[config.mk]
export PLATFORM = sky130hd
export DESIGN_NAME = tone_keying_device_flat
export DESIGN_NICKNAME = d
export VERILOG_FILES = /design/src/logic/tone_keying_pkg.sv /design/src/logic/tone_keying_if.sv /design/src/logic/tone_keying_device.sv /design/src/flat_wrapper.sv
export VERILOG_INCLUDE_DIRS = /design/src /design/src/logic
export SDC_FILE = /design/constraint.sdc
export NUM_CORES = 1
export LEC_CHECK = 0
export BUFFER_PORTS_ARGS = -buffer_cell sky130_fd_sc_hd__buf_2
export CORE_MARGIN = 4
export CORE_UTILIZATION = 55
export DETAILED_ROUTE_END_ITERATION = 10
export GPL_TIMING_DRIVEN = 0
export PLACE_DENSITY = 0.72
export SETUP_SLACK_MARGIN = 0.02
export SYNTH_ARGS = -nofsm -noshare
export SYNTH_HDL_FRONTEND = slang
export SYNTH_SLANG_ARGS = --single-unit
[constraint.sdc]
create_clock -name clk_sys_i -period 6.55 [get_ports clk_sys_i]
set_clock_uncertainty 0.2 [all_clocks]
set_input_delay 0.3275 -clock clk_sys_i [delete_from_list [all_inputs] [get_ports clk_sys_i]]
set_output_delay 0.3275 -clock clk_sys_i [all_outputs]
set_load 0.01 [all_outputs]
[src/logic/tone_keying_params.svh]
// Timing and sizing constants for the tone keying control pair.
// Assumes a 200 MHz system clock shared by both ends.
`ifndef TONE_KEYING_PARAMS_SVH
`define TONE_KEYING_PARAMS_SVH

`define CLK_PERIOD_PS        5000
// Delay times in nanoseconds
`define EXT_START_NS         1000
`define EXT_HOLD_NS          60000
`define ENV_START_NS         6000
`define ENV_STOP_MIN_NS      15000
`define ENV_STOP_MAX_NS      60000
// Envelope release delay chosen inside the allowed window
`define ENV_STOP_NS          30000
// Cycle counts derived from the times (start: round up, hold: round down)
`define EXT_START_CYC  ((`EXT_START_NS * 1000 + `CLK_PERIOD_PS - 1) / `CLK_PERIOD_PS)
`define EXT_HOLD_CYC   ((`EXT_HOLD_NS * 1000) / `CLK_PERIOD_PS)
`define ENV_START_CYC  ((`ENV_START_NS * 1000 + `CLK_PERIOD_PS - 1) / `CLK_PERIOD_PS)
`define ENV_STOP_CYC   ((`ENV_STOP_NS * 1000) / `CLK_PERIOD_PS)
// Internal tone half period: 22 kHz -> 22727 ns per half cycle
`define TONE_HALF_NS         22727
`define TONE_HALF_CYC  ((`TONE_HALF_NS * 1000) / `CLK_PERIOD_PS)
`define CNT_W                14
`define SYNC_DEPTH           3

`endif

[src/logic/tone_keying_pkg.sv]
// Types shared by both ends of the tone keying control pair.
// Assumes tone_keying_params.svh supplies all numeric constants.
package tone_keying_pkg;
    typedef enum logic [1:0] {
        MODE_CONT,
        MODE_ENVELOPE,
        MODE_EXTERNAL,
        MODE_OFF
    } tone_mode_t;
endpackage

[src/logic/tone_keying_if.sv]
// Connection between the keying host and the tone keying device.
// Assumes one common clock; control bits are plain levels, no bus.
`timescale 1ns/1ps
`default_nettype none
interface tone_keying_if (
    input wire logic clk_sys_i
);
    logic external_tone_select;
    logic tone_on_bit;
    logic low_loss_mode_bit;
    logic tone_keying_input;

    modport host_mp (
        output external_tone_select,
        output tone_on_bit,
        output low_loss_mode_bit,
        output tone_keying_input
    );
    modport device_mp (
        input external_tone_select,
        input tone_on_bit,
        input low_loss_mode_bit,
        input tone_keying_input
    );
endinterface
`default_nettype wire

[src/logic/tone_keying_device.sv]
// Device end: gates the internal 22 kHz tone, or in external mode the keying waveform, onto the supply output.
// What this block and the host do
// - External TTL tone needs select and on set
// - Envelope mode: select clear, on set
// - Continuous: keying high, select clear, on switches
// - Host keeps low loss clear during tone
// - Low loss reduces headroom only without tone
// - External mode follows keying frequency and duty
// - Host sets bits before driving external tone
// - External tone starts about 1 us after toggling
// - External tone holds about 60 us after toggling
// - Envelope: start 6 us, stop 15-60 us
// - Tone-on set before keying, cleared after; in continuous mode both switch on the same clock
// Assumes keying input arrives from a pin, bits from the host's logic.
`timescale 1ns/1ps
`default_nettype none
`include "tone_keying_params.svh"
module tone_keying_device
    import tone_keying_pkg::*;
(
    input  wire logic        clk_sys_i,
    input  wire logic        rst_i,
    tone_keying_if.device_mp link,
    output logic             supply_output_o,
    output logic             tone_active_o,
    output logic             headroom_low_o
);
    typedef enum logic [1:0] {
        PH_IDLE,
        PH_START,
        PH_TONE,
        PH_RELEASE
    } tone_state_t;

    ////////////////////////////////////////////////////////////////////
    // Keying pin synchroniser: stage 0 feeds only stage 1
    logic [`SYNC_DEPTH-1:0] sync_q, sync_d;
    logic                   key_q, key_d, prev_q, prev_d;
    logic                   key_edge;

    always_comb begin
        sync_d = {sync_q[`SYNC_DEPTH-2:0], link.tone_keying_input};
        prev_d = key_q;
        key_d  = key_q;
        // A change counts only once the last two stages agree
        if (sync_q[`SYNC_DEPTH-2] == sync_q[`SYNC_DEPTH-1]) begin
            key_d = sync_q[`SYNC_DEPTH-1];
        end
    end

    always_ff @(posedge clk_sys_i) begin
        if (rst_i) begin
            sync_q <= '0;
            key_q  <= 1'b0;
            prev_q <= 1'b0;
        end else begin
            sync_q <= sync_d;
            key_q  <= key_d;
            prev_q <= prev_d;
        end
    end

    // Idle level of the pin is low, so no false edge follows reset
    assign key_edge = key_q ^ prev_q;

    ////////////////////////////////////////////////////////////////////
    // Activation and release timing
    // A mode change mid-burst is not guarded here; the host holds it off
    tone_state_t           ph_q, ph_d;
    logic [`CNT_W-1:0]     cnt_q, cnt_d;
    logic                  ext_mode;
    logic                  want;

    assign ext_mode = link.external_tone_select;
    // Envelope and continuous modes want tone while keying is high
    assign want = ext_mode ? key_edge : key_q;

    always_comb begin
        ph_d  = ph_q;
        cnt_d = cnt_q;
        case (ph_q)
            PH_IDLE: begin
                if (want) begin
                    ph_d  = PH_START;
                    cnt_d = ext_mode ? `CNT_W'(`EXT_START_CYC - 1)
                                     : `CNT_W'(`ENV_START_CYC - 1);
                end
            end
            PH_START: begin
                // A short envelope blip aborts rather than leaving a stub burst
                if (!ext_mode && !key_q) begin
                    ph_d = PH_IDLE;
                end else if (cnt_q == '0) begin
                    ph_d  = PH_TONE;
                    cnt_d = `CNT_W'(`EXT_HOLD_CYC - 1);
                end else begin
                    cnt_d = cnt_q - `CNT_W'(1);
                end
            end
            PH_TONE: begin
                if (ext_mode) begin
                    // Each toggle rearms the hold, so a gap stops it
                    if (key_edge) begin
                        cnt_d = `CNT_W'(`EXT_HOLD_CYC - 1);
                    end else if (cnt_q == '0) begin
                        ph_d = PH_IDLE;
                    end else begin
                        cnt_d = cnt_q - `CNT_W'(1);
                    end
                end else if (!key_q) begin
                    ph_d  = PH_RELEASE;
                    cnt_d = `CNT_W'(`ENV_STOP_CYC - 1);
                end
            end
            PH_RELEASE: begin
                if (key_q) begin
                    ph_d = PH_TONE;
                end else if (cnt_q == '0) begin
                    ph_d = PH_IDLE;
                end else begin
                    cnt_d = cnt_q - `CNT_W'(1);
                end
            end
            default: begin
                ph_d = PH_IDLE;
            end
        endcase
        // Tone-on clear forces silence at once
        if (!link.tone_on_bit) begin
            ph_d  = PH_IDLE;
            cnt_d = '0;
        end
    end

    always_ff @(posedge clk_sys_i) begin
        if (rst_i) begin
            ph_q  <= PH_IDLE;
            cnt_q <= '0;
        end else begin
            ph_q  <= ph_d;
            cnt_q <= cnt_d;
        end
    end

    ////////////////////////////////////////////////////////////////////
    // Internal 22 kHz generator
    // Held at the start of a high half while silent, so every burst
    // opens with a full half period instead of a random fragment
    logic [`CNT_W-1:0] half_q, half_d;
    logic              gen_q, gen_d;
    logic              active;
    logic              act_d;

    assign active = (ph_q == PH_TONE) || (ph_q == PH_RELEASE);
    assign act_d  = active && link.tone_on_bit;

    always_comb begin
        half_d = half_q;
        gen_d  = gen_q;
        if (!act_d) begin
            half_d = `CNT_W'(`TONE_HALF_CYC - 1);
            gen_d  = 1'b1;
        end else if (half_q == '0) begin
            half_d = `CNT_W'(`TONE_HALF_CYC - 1);
            gen_d  = !gen_q;
        end else begin
            half_d = half_q - `CNT_W'(1);
        end
    end

    always_ff @(posedge clk_sys_i) begin
        if (rst_i) begin
            half_q <= `CNT_W'(`TONE_HALF_CYC - 1);
            gen_q  <= 1'b1;
        end else begin
            half_q <= half_d;
            gen_q  <= gen_d;
        end
    end

    ////////////////////////////////////////////////////////////////////
    // Registered outputs
    logic              out_q, out_d, act_q, low_q, low_d;

    always_comb begin
        // External mode copies the keying waveform edges and duty
        // Envelope and continuous fill with the internal tone
        out_d = act_d && (ext_mode ? key_q : gen_q);
        // Headroom reduced only with low loss set and no tone; tone wins
        low_d = link.low_loss_mode_bit && !act_d;
    end

    always_ff @(posedge clk_sys_i) begin
        if (rst_i) begin
            out_q  <= 1'b0;
            act_q  <= 1'b0;
            low_q  <= 1'b0;
        end else begin
            out_q  <= out_d;
            act_q  <= act_d;
            low_q  <= low_d;
        end
    end

    assign supply_output_o = out_q;
    assign tone_active_o   = act_q;
    assign headroom_low_o  = low_q;
endmodule
`default_nettype wire

[src/flat_wrapper.sv]
// flat-port wrapper written by rule: the top's interface ports become plain ports
module tone_keying_device_flat import tone_keying_pkg::*;
  (clk_sys_i, rst_i, supply_output_o, tone_active_o, headroom_low_o, link_external_tone_select, link_tone_on_bit, link_low_loss_mode_bit, link_tone_keying_input);
  tone_keying_if link_i (.clk_sys_i(clk_sys_i));
  input  wire logic clk_sys_i;
  input  wire logic rst_i;
  output logic supply_output_o;
  output logic tone_active_o;
  output logic headroom_low_o;
  input wire logic [$bits(link_i.external_tone_select)-1:0] link_external_tone_select;
  input wire logic [$bits(link_i.tone_on_bit)-1:0] link_tone_on_bit;
  input wire logic [$bits(link_i.low_loss_mode_bit)-1:0] link_low_loss_mode_bit;
  input wire logic [$bits(link_i.tone_keying_input)-1:0] link_tone_keying_input;
  assign link_i.external_tone_select = link_external_tone_select;
  assign link_i.tone_on_bit = link_tone_on_bit;
  assign link_i.low_loss_mode_bit = link_low_loss_mode_bit;
  assign link_i.tone_keying_input = link_tone_keying_input;
  tone_keying_device u_core (.clk_sys_i(clk_sys_i), .rst_i(rst_i), .link(link_i), .supply_output_o(supply_output_o), .tone_active_o(tone_active_o), .headroom_low_o(headroom_low_o));
endmodule
After elaboration in Yosys (flattened, before gate mapping):

Index checks and enable logic that the tools add are counted.

* flip-flop bits (word level): 39
* bits of input ports: 6
* output and inout port bits: 3

* $add $sub $neg: 2
* equality and inequality tests: 10
* multiplexer cells: 21
* bitwise operators: 3
* reduce and logical (&&, ||, !) cells: 17

Operator list (number)
* $mux W14: 8
* $pmux W14 S4: 1
* $logic_not A14 Y1: 2
* $sub A14 B1 Y14 const B: 2
* $mux W2: 8
* $mux W11: 1
* $pmux W2 S4: 1
* $reduce_and A4 Y1: 2
* $ne A3 B3 Y1 const B: 2
* $eq A2 B2 Y1 const B: 2
* $logic_and A1 B1 Y1: 4
* $logic_not A1 Y1: 4
* $ne A2 B2 Y1 const B: 2
* $reduce_or A2 Y1: 2
* $ne A3 B1 Y1 const B: 1
* $reduce_or A3 Y1: 1
* $eq A2 B1 Y1 const B: 1
* $logic_not A2 Y1: 1
* $mux W1: 2
* $ne A2 B1 Y1 const B: 1
* $not A1 Y1: 2
* $eq A1 B1 Y1: 1
* $logic_or A1 B1 Y1: 1
* $xor A1 B1 Y1: 1

Logic depth before layout (Yosys ltp):

Gate-level depths: netlist of the first run.

* depth after elaboration: 5
* gate-level depth with buffers: 9

Worst setup path before layout of the first run:

Ideal clock, no wire load.

* path kind: reg2reg
* from: reg u_core.cnt_q[0]
* to: reg u_core.cnt_q[8]
* arrival: 1929 ps
* setup slack: 4363 ps
* cell stages (with the launch flop): 9
* buffers on the path: 1
* clock period less this slack: 2187 ps
* cell sequence: dfxtp_1 inv_1 ha_1 or3b_1 buf_2 a2111oi_1 o211ai_1 a211oi_1 o21a_1

* word-level cells in the longest chain between the ends: 5
* elaborated cells on any way between the ends: 9
* those cells by class: add/sub: 1; mux: 7; reduce/logical: 1

Ends and longest elaborated chain
* start, declared: line tone_keying_device.sv:70 `` logic [`CNT_W-1:0] cnt_q, cnt_d; ``
* start signal, assigned: line tone_keying_device.sv:141 `cnt_q <= cnt_d;`
* $sub A14 B1 Y14 or $logic_not A14 Y1 (tied branches)
* $mux W14: line tone_keying_device.sv:105, tone_keying_device.sv:118
* $mux W14: line tone_keying_device.sv:103 `if (key_edge) begin`
* $mux W14: line tone_keying_device.sv:101 `if (ext_mode) begin`
* $pmux W14 S4 *: line tone_keying_device.sv:81 `case (ph_q)`

Mark *: on every way between the ends. The rest lies on a longest branch, timed or not. The select of a mux whose other input is x is not followed.
A chain may end at the register's enable or synchronous reset.

Worst setup path after layout of the first run:

* from: reg u_core.ph_q[0]
* to: reg u_core.cnt_q[1]

* word-level cells in the longest chain between the ends: 3
* elaborated cells on any way between the ends: 10
* those cells by class: eq/ne: 7; mux: 1; reduce/logical: 2

Ends and longest elaborated chain
* start, declared: line tone_keying_device.sv:69 `tone_state_t ph_q, ph_d;`
* start signal, assigned: line tone_keying_device.sv:140 `ph_q <= ph_d;`
* $eq A2 B2 Y1, or another cell as far along: line tone_keying_device.sv:81
* $ne A3 B3 Y1 (no line), or another cell as far along
* $reduce_and A4 Y1 (no line)

Parallel ways exist; a longest one is shown, timed or not.

==> results of run 1 <==
per-stage QoR:
step | total power [mW] | utilization, % | cells | hold WS, ns
global placement | 0.262 | 59.7 | 345 | 0.216
CTS | 0.472 | 62.7 | 353 | 0.0288
detailed placement | 0.262 | 59.7 | 345 | 0.248
finish | 0.468 | 62.7 | 353 | 0.0317
floorplan | 0.256 | - | 288 | 0.194
global route | 0.486 | 62.7 | 353 | 0.0227
synth_stat cells, types with 7 or more instances:
| master | number | share of area, % |
|---|---|---|
| a211oi_1 | 7 | 2.3 |
| a21oi_1 | 21 | 4.6 |
| clkbuf_1 | 11 | 1.8 |
| dfxtp_1 | 39 | 34 |
| inv_1 | 10 | 1.6 |
| nand2_1 | 18 | 3.0 |
| nand3_1 | 9 | 2.0 |
| nor2_1 | 29 | 4.8 |
| nor3_1 | 10 | 2.2 |
| o21ai_0 | 13 | 2.8 |
| o21ai_1 | 9 | 2.0 |
| xnor2_1 | 8 | 3.1 |
kinds of logic (layout without fill, tap and decap cells):
family	Yosys count	in the layout
AO/OA/AOI/OAI	97	97
XOR/XNOR	13	13
adder cells (fa/ha/maj)	3	3
buffers and inverters	34	49
flip-flops	39	39
multiplexers	2	2
AND/OR/NAND/NOR	100	100
layout by cell type, fill, tap and decap left out, types with 9 or more instances in the layout:
cell      netlist  final
inv_1          10     10
nor3_1         10     10
a21oi_1        21     21
nor2_1         29     29
nand3_1         9      9
o21ai_1         9      9
clkbuf_1       11     11
buf_2           6     13
nand2_1        18     18
o21ai_0        13     13
dfxtp_1        39     39
power groups by stage:
stage	logic, mW	clock network (mW)	registers (mW)
3_5_place_dp	0.0178	0	0.244
2_1_floorplan	0.0117	0	0.244
4_1_cts	0.0180	0.216	0.239
3_3_place_gp	0.0180	0	0.244
5_1_grt	0.0201	0.227	0.239
6_report	0.0185	0.211	0.239
area by class of cell:
cell class | count | area share, %
clock buffers | 6 | 3.29
repair buffers | 7 | 1.40
flip-flops and latches | 39 | 31.1
clock inverters | 2 | 1.55
plain buffers | 22 | 4.39
multi-input cells | 215 | 54.0
well taps | 50 | 2.49
inverters | 12 | 1.80
flip-flops by register name, indices dropped and copies added (netlist names):
register,count
u_core.cnt_q,14
u_core.gen_q,1
u_core.half_q,14
u_core.headroom_low_o,1
u_core.key_q,1
u_core.ph_q,2
u_core.prev_q,1
u_core.supply_output_o,1
u_core.sync_q,3
u_core.tone_active_o,1
layer usage:
metal	track usage (%)	up-vias	routed length [um]
li1	-	1096	-
met1	30.3	1037	2530
met2	35.7	119	2450
met3	5.68	23	464
met4	7.58	0	168
met5	0	-	0
how the worst max path moves through the flow:
stage | startpoint | endpoint | slack [ns] | cells past startpoint
after CTS | u_core.cnt_q[1] | u_core.cnt_q[8] | 4.05 | 8
after detailed placement | u_core.cnt_q[0] | u_core.cnt_q[8] | 4.08 | 8
after global placement | link_external_tone_select | u_core.cnt_q[1] | 4.06 | 6
final | u_core.ph_q[0] | u_core.cnt_q[1] | 3.94 | 7
after global routing | u_core.ph_q[0] | u_core.cnt_q[1] | 3.83 | 7
after floorplan | u_core.cnt_q[0] | u_core.cnt_q[8] | 4.36 | 8
worst register-to-register path, cell delays in order, from the launching register on:
cell and delay, ns:
dfxtp_1 0.31, clkbuf_1 0.21, o21ai_1 0.23, nor2_1 0.08, o32ai_1 0.61, clkbuf_1 0.49
nor2_1 0.10, a221oi_1 0.26
==> impl_metrics.py, run 1 <==
metrics = {
    "final_layout": {
        "register_area_um2": 781,
        "drive_above_1_share_pct": 11.2,
        "synthToLayoutAreaGrowth_pct": 9.56,
        "fin_area_um2": 2510,
        "diodes": 0,
        "fillCellCount": 381,
        "nets": 311,
        "multiInputGateArea_um2": 1350,
    },
    "global_routing": {
        "antenna_found_initial": 0,
        "grt_max_degree": 14,
        "first_global_vias": 2075,
        "grt_usage_pct": 22.7,
        "overflow": 0,
        "grt_first_pass_wirelength_um": 9630,
    },
    "worst_hold_path": {
        "min_to": "u_core.headroom_low_o",
        "hp-class": "input pin to register",
        "worstHoldPathCells": 2,
        "hp-start": "link_tone_on_bit",
    },
    "critical_path": {
        "cp_cell_sequence": "clkbuf_1 > o21ai_1 > nor2_1 > o32ai_1 > clkbuf_1 > nor2_1 > a221oi_1",
        "worst_r2r_startpoint": "u_core.ph_q[0]",
        "worst_setup_path_end_kind": "register",
        "cp_max_fo": 10,
        "start_kind": "register",
        "crit_path_top_delay_cell": "o32ai_1",
        "regToRegEndpoint": "u_core.cnt_q[1]",
        "crit_arrival_ns": 2.60,
        "r2r_setup_slack_ns": 3.94,
        "critPathKind": "register to register",
        "rr_worst_depth": 7,
        "cp.required_ns": 6.55,
        "critical-path-top-delay-family": "compound AO/OA/AOI/OAI gates",
        "path_buf_inv": 2,
        "critPathMaxStageDelay_ns": 0.61,
    },
    "clock_network": {
        "htree_levels": 2,
        "cts_setup_buffers": 0,
        "worstSkewPairLatency_ns": 0.29,
        "cts_buffer_depth": 2,
        "ctsHoldBuffers": 0,
        "cts.repair.resized": 0,
        "clk_pin_slew_ns": 0.08,
        "tritoncts": "yes",
        "clkSinkCount": 39,
        "root_buffer": "clkbuf_8",
        "cts-buffers-inserted": 5,
    },
    "yosys": {
        "ys_seq_area_share_pct": 34.1,
        "synthDistinctLibCells": 63,
        "async_flop_share_pct": 0,
        "syn_inst": 288,
        "synth_nets": 297,
        "syn_avg_cell_area_um2": 7.95,
        "synthXorXnorAreaFrac_pct": 4.97,
        "synth_compound_area_share_pct": 29.0,
        "synth_fa_ha_area_share_pct": 1.64,
        "ys.flop_type": "dfxtp_1",
        "ys.warnings.count": 0,
        "ys_seq_elements": 39,
        "yosys.area_share.simple_pct": 22.6,
        "netlist_area_um2": 2290,
        "synth_top_family_by_area": "compound AO/OA/AOI/OAI gates",
        "synth-edff-count": 0,
        "synth_mux_area_share_pct": 0.874,
    },
    "sta": {
        "setup_viol": 0,
        "relSlewSlack_pct": 51.3,
        "rsz0062_at_grt": "false",
        "timing.setup.tns_ns": 0,
        "final_hold_viol_count": 0,
        "slew_violations": 0,
        "fin_ws_ns": 3.94,
        "worst_pin_slew_ns": 0.728,
        "fmax_mhz": 384,
        "min_period_ns": 2.61,
        "finalCritPeriodShare_pct": 39.8,
    },
    "route": {
        "drc": 0,
        "drt_iter0_markers": 300,
        "drtPass1Iterations": 5,
        "wl_per_cell_um": 15.9,
        "ant_nets": 0,
        "vias_per_cell": 6.44,
        "num_vias": 2275,
        "drt_wl_total_um": 5610,
    },
    "run": {
        "cap_viol_max_count": 0,
    },
    "die": {
        "die_area_um2": 5260,
        "die_w_um": 72.5,
        "die_y_um": 72.5,
        "initial_core_util_pct": 57.2,
        "core.rowCount": 23,
        "coreArea_um2": 4000,
        "pin_count": 9,
    },
    "power_and_ir_drop": {
        "combPwrFrac_pct": 3.9,
        "p_leak_nw": 0.963,
        "seq_power_share_pct": 51.0,
        "ir_drop_v": 0.000253,
        "switching_power_mw": 0.0989,
        "p_sw_share_pct": 21.1,
        "p_per_area_nw_per_um2": 187,
        "p_clk_share_pct": 45.1,
        "intPower_mw": 0.370,
    },
    "place": {
        "post-place-ws_ns": 4.08,
        "port_buffers": 7,
        "dpl_cell_area_um2": 2390,
        "gp_congestion": 0.942,
        "hpwl_um": 3950,
    },
    "status": {
        "status": "finished clean",
    },
}
(Power assumes the default switching activity.)
==> run 2: changes to the inputs <==
- clock period: 6.55 -> 2.6 ns (I/O delays scaled with it)
==> run 2 against run 1 <==
Compared with the run above: setup slack lost 3.8 ns; critical endpoint is now u_core.cnt_q[8]; sequential share of layout area is 0.76 points lower; first-iteration DRC count rose by 8.3%; critical path depth grew 1; total power grew to 2.5 times the previous value; combinational power grew to 2.8 times the previous value; sequential power rose to 2.5 times the previous value; via count is 0.26% higher; highest routed layer unchanged; design area increased by 2.5%.
==> impl_metrics.py, run 2 (same netlist as run 1, synthesis figures left out) <==
metrics = {
    "critical_path": {
        "cp.required_ns": 2.64,
        "critical-path-top-delay-family": "compound AO/OA/AOI/OAI gates",
        "regToRegEndpoint": "u_core.cnt_q[8]",
        "start_kind": "register",
        "crit_path_top_delay_cell": "or3b_1",
        "cp_cell_sequence": "inv_1 > ha_1 > or3b_1 > buf_2 > a2111oi_2 > o211ai_1 > a211oi_1 > o21a_1",
        "path_buf_inv": 2,
        "r2r_setup_slack_ns": 0.14,
        "worst_r2r_startpoint": "u_core.cnt_q[0]",
        "crit_end": "u_core.cnt_q[8]",
        "rr_worst_depth": 8,
        "cp_num_cells": 8,
        "crit_start": "u_core.cnt_q[0]",
        "critPathKind": "register to register",
        "critPathMaxStageDelay_ns": 0.41,
        "crit_arrival_ns": 2.49,
        "worst_setup_path_end_kind": "register",
        "cp_max_fo": 10,
    },
    "route": {
        "vias_per_cell": 6.37,
        "wl_per_cell_um": 15.9,
        "drt_wl_total_um": 5680,
        "drtPass1Iterations": 5,
        "ant_nets": 0,
        "num_vias": 2281,
        "drc": 0,
        "drt_iter0_markers": 325,
    },
    "worst_hold_path": {
        "hp-start": "link_external_tone_select",
        "hp-class": "input pin to register",
    },
    "sta": {
        "fmax_mhz": 407,
        "slew_violations": 0,
        "worst_pin_slew_ns": 0.655,
        "rsz0062_at_grt": "true",
        "setup_viol": 0,
        "hold_ws_ns": 0.258,
        "timing.setup.tns_ns": 0,
        "finalCritPeriodShare_pct": 94.6,
        "min_period_ns": 2.46,
        "relSlewSlack_pct": 56.2,
        "final_hold_viol_count": 0,
    },
    "clock_network": {
        "cts_buffer_depth": 2,
        "clkSinkCount": 39,
        "cts-buffers-inserted": 5,
        "htree_levels": 2,
        "tritoncts": "yes",
        "clk_pin_slew_ns": 0.09,
        "cts_setup_buffers": 0,
        "worstSkewPairLatency_ns": 0.29,
        "root_buffer": "clkbuf_8",
    },
    "final_layout": {
        "layout_common_cells": "dfxtp_1, nor2_1, a21oi_1",
        "synthToLayoutAreaGrowth_pct": 12.3,
        "drive_above_1_share_pct": 12.0,
        "finalNonFillerCells": 358,
        "utilization_pct": 64.3,
        "reg_top3": "u_core.cnt_q x14, u_core.half_q x14, u_core.sync_q x3",
        "nets": 316,
        "diodes": 0,
        "final_common_cell": "dfxtp_1",
    },
    "power_and_ir_drop": {
        "p_sw_share_pct": 21.1,
        "p_clk_share_pct": 44.9,
        "combPwrFrac_pct": 4.4,
        "seq_power_share_pct": 50.7,
        "intPower_mw": 0.936,
        "switching_power_mw": 0.250,
        "p_per_area_nw_per_um2": 461,
        "p_leak_nw": 0.993,
        "ir_drop_v": 0.000636,
    },
    "place": {
        "hpwl_um": 3950,
        "gp_congestion": 0.942,
        "dp.cells": 345,
        "port_buffers": 7,
    },
    "global_routing": {
        "first_global_vias": 2097,
        "antenna_found_initial": 0,
        "grt_max_degree": 14,
        "grt_first_pass_wirelength_um": 9720,
        "overflow": 0,
        "grt_usage_pct": 22.9,
    },
    "status": {
        "status": "finished clean",
    },
    "die": {
        "initial_core_util_pct": 57.2,
        "core.rowCount": 23,
        "pin_count": 9,
        "die_area_um2": 5260,
        "die_w_um": 72.5,
        "coreArea_um2": 4000,
        "die_y_um": 72.5,
    },
    "run": {
        "cap_viol_max_count": 0,
    },
}
## run 2: changes by cell type in the layout (fill, tap and decap cells not counted), sizes merged
cell and change:
dlygate4sd3 +5
## run 2: tightest hold or removal path: cells and delay by family
family | cells | cell delay [ns]
buf+inv | 2 | 0.39
compound gates | 2 | 0.18
## run 2: worst min-delay path by stage
stage / to / slack [ns] / cells after the start
floorplan: u_core.prev_q / -0.003 / 1
global placement: u_core.sync_q[0] / 0.14 / 2
detailed placement: u_core.headroom_low_o / 0.15 / 2
CTS: u_core.ph_q[0] / 0.22 / 4
global route: u_core.half_q[0] / 0.28 / 1
finish: u_core.ph_q[0] / 0.26 / 4
## run 2: metrics by stage
stage               setup WS, ns  power, mW  instance area, um2
finish                     0.141       1.19                2570
global route             0.00673       1.23                2570
CTS                       0.0991       1.20                2560
detailed placement         0.129      0.660                2390
global placement           0.138      0.661                2390
floorplan                  0.413      0.645                2290
## run 2: timing repair
action | 4_1_cts | 5_1_grt
gates resized for setup | 0 | 4
hold endpoints to repair | 6 | 0
hold buffers | 5 | 0
setup endpoints to repair | 0 | 7
## run 2: routing by layer
metal | up-vias | GRT usage (%) | wire length (um)
li1 | 1106 | - | -
met1 | 1044 | 30.8 | 2600
met2 | 113 | 35.8 | 2490
met3 | 18 | 5.68 | 432
met4 | 0 | 7.58 | 149
met5 | - | 0 | 0
## run 2: area by class of cell
class	instances	area, um2
Fill cell	372	1430
Multi-Input combinational cell	215	1370
Sequential cell	39	781
Buffer	22	111
Timing Repair Buffer	12	85.1
Clock buffer	6	82.6
Tap cell	50	62.6
Inverter	12	45.0
Clock inverter	2	38.8
## run 2: power groups by stage
stage	registers (mW)	logic, mW	clock network (mW)
2_1_floorplan	0.616	0.0295	0
3_3_place_gp	0.615	0.0454	0
3_5_place_dp	0.615	0.0449	0
4_1_cts	0.601	0.0510	0.543
5_1_grt	0.602	0.0571	0.571
6_report	0.601	0.0527	0.532
==> run 3: changes to the inputs <==
- CORE_MARGIN: 4 -> unset
- PLACE_DENSITY: 0.72 -> 0.82
==> run 3 against run 2 <==
Compared with the run above: sequential cell count unchanged; sequential share of layout area rose by 0.059 points; register-to-register slack worse by 0.09 ns; global-route usage increased by 7.0 points; largest cell class unchanged; worst hold slack got worse by 0.014 ns; cell count unchanged; non-clock buffer count unchanged.
==> impl_metrics.py, run 3 (same netlist as run 1, synthesis figures left out) <==
metrics = {
    "status": {
        "status": "finished clean",
    },
    "critical_path": {
        "worst_setup_path_end_kind": "register",
        "cp.required_ns": 2.66,
        "path_buf_inv": 2,
        "critPathKind": "register to register",
        "worst_r2r_startpoint": "u_core.cnt_q[0]",
        "crit_path_top_delay_cell": "a2111oi_1",
        "critPathMaxStageDelay_ns": 0.43,
        "rr_worst_depth": 8,
        "cp_cell_sequence": "inv_1 > ha_1 > or3b_1 > buf_2 > a2111oi_1 > o211ai_1 > a211oi_2 > o21a_1",
        "regToRegEndpoint": "u_core.cnt_q[8]",
        "start_kind": "register",
        "r2r_setup_slack_ns": 0.06,
        "crit_arrival_ns": 2.60,
        "cp_num_cells": 8,
        "cp_max_fo": 10,
        "critical-path-top-delay-family": "compound AO/OA/AOI/OAI gates",
    },
    "sta": {
        "min_period_ns": 2.54,
        "slew_violations": 0,
        "final_hold_viol_count": 0,
        "worst_pin_slew_ns": 0.772,
        "timing.setup.tns_ns": 0,
        "fmax_mhz": 393,
        "setup_viol": 0,
        "fin_ws_ns": 0.0553,
        "relSlewSlack_pct": 48.4,
        "rsz0062_at_grt": "false",
        "finalCritPeriodShare_pct": 97.9,
    },
    "route": {
        "drtPass1Iterations": 5,
        "drc": 0,
        "vias_per_cell": 6.46,
        "drt_iter0_markers": 298,
        "drt_wl_total_um": 6010,
        "ant_nets": 0,
        "wl_per_cell_um": 16.8,
        "num_vias": 2312,
    },
    "final_layout": {
        "nets": 316,
        "utilization_pct": 64.2,
        "finalNonFillerCells": 358,
        "diodes": 0,
        "fillCellCount": 341,
        "drive_above_1_share_pct": 12.0,
        "fin_area_um2": 2570,
        "synthToLayoutAreaGrowth_pct": 12.1,
        "reg_top3": "u_core.cnt_q x14, u_core.half_q x14, u_core.sync_q x3",
        "layout_common_cells": "dfxtp_1, nor2_1, a21oi_1",
        "final_common_cell": "dfxtp_1",
    },
    "global_routing": {
        "first_global_vias": 2104,
        "overflow": 0,
        "antenna_found_initial": 0,
        "grt_first_pass_wirelength_um": 10000,
        "grt_max_degree": 15,
        "grt_usage_pct": 29.9,
    },
    "die": {
        "core.rowCount": 23,
        "coreArea_um2": 4000,
        "initial_core_util_pct": 57.2,
        "pin_count": 9,
        "die_y_um": 66.5,
        "die_area_um2": 4420,
        "die_w_um": 66.5,
    },
    "power_and_ir_drop": {
        "p_leak_nw": 0.988,
        "p_per_area_nw_per_um2": 464,
        "ir_drop_v": 0.000379,
    },
    "clock_network": {
        "tritoncts": "yes",
        "cts_setup_buffers": 0,
        "cts-buffers-inserted": 5,
        "cts_buffer_depth": 2,
        "clk_pin_slew_ns": 0.09,
        "worstSkewPairLatency_ns": 0.31,
        "clkSinkCount": 39,
        "root_buffer": "clkbuf_8",
        "htree_levels": 2,
    },
    "place": {
        "gp_congestion": 0.974,
        "port_buffers": 7,
        "dpl_cell_area_um2": 2390,
        "dp.cells": 345,
        "hpwl_um": 4000,
        "post-place-ws_ns": 0.119,
    },
    "worst_hold_path": {
        "min_to": "u_core.sync_q[1]",
        "worstHoldPathCells": 1,
        "hp-start": "u_core.sync_q[0]",
        "hp-class": "register to register",
    },
    "run": {
        "cap_viol_max_count": 0,
    },
}
-- run 3: worst max-delay path by stage --
| stage | startpoint | endpoint | slack (ns) |
|---|---|---|---|
| final | u_core.cnt_q[0] | u_core.cnt_q[8] | 0.06 |
| after CTS | u_core.cnt_q[0] | u_core.cnt_q[8] | 0.1 |
| after detailed placement | u_core.cnt_q[0] | u_core.cnt_q[8] | 0.12 |
| after global placement | u_core.cnt_q[0] | u_core.cnt_q[8] | 0.16 |
| after global routing | u_core.cnt_q[0] | u_core.cnt_q[8] | 0.02 |
| after floorplan | u_core.cnt_q[0] | u_core.cnt_q[8] | 0.41 |
-- run 3: through the flow --
stage	hold slack, ns	power [mW]
after floorplan	-0.00331	0.645
after global placement	0.138	0.659
after detailed placement	0.146	0.660
after CTS	0.227	1.18
after global routing	0.266	1.23
final	0.244	1.19
-- run 3: timing repair --
action                                  in CTS  in global routing
gates resized for setup                      0                  4
hold endpoints to repair                     6                  0
hold buffers                                 5                  0
endpoints found under the setup margin       0                  3
-- run 3: routing by layer --
layer / share of wire, % / GRT usage (%) / wire, um
met2: 47 / 49.9 / 2850
met1: 42 / 36.5 / 2530
met4: 2.9 / 14.4 / 173
met3: 7.5 / 5.82 / 453
met5: 0 / 0 / 0
-- run 3: worst register-to-register path: stages, from the launching register on --
cell and delay, ns:
dfxtp_1 0.35, inv_1 0.09, ha_1 0.22, or3b_1 0.41, buf_2 0.22, a2111oi_1 0.43
o211ai_1 0.18, a211oi_2 0.27, o21a_1 0.14
-- run 3: final cells by class --
class                   instances  area [um2]  share of cell area (%)
clock buffers                   5        68.8                    2.68
well taps                      50        62.6                    2.44
repair buffers                 12        85.1                    3.32
plain buffers                  22         111                    4.34
multi-input cells             215        1370                    53.2
flip-flops and latches         39         781                    30.4
inverters                      12        45.0                    1.76
clock inverters                 3        47.5                    1.85
-- run 3: report_power, final --
| part | switching (mW) | internal [mW] | total [mW] |
|---|---|---|---|
| Sequential | 0.00134 | 0.600 | 0.601 |
| Clock | 0.243 | 0.291 | 0.534 |
| Combinational | 0.0339 | 0.0206 | 0.0545 |
| Total | 0.278 | 0.912 | 1.19 |
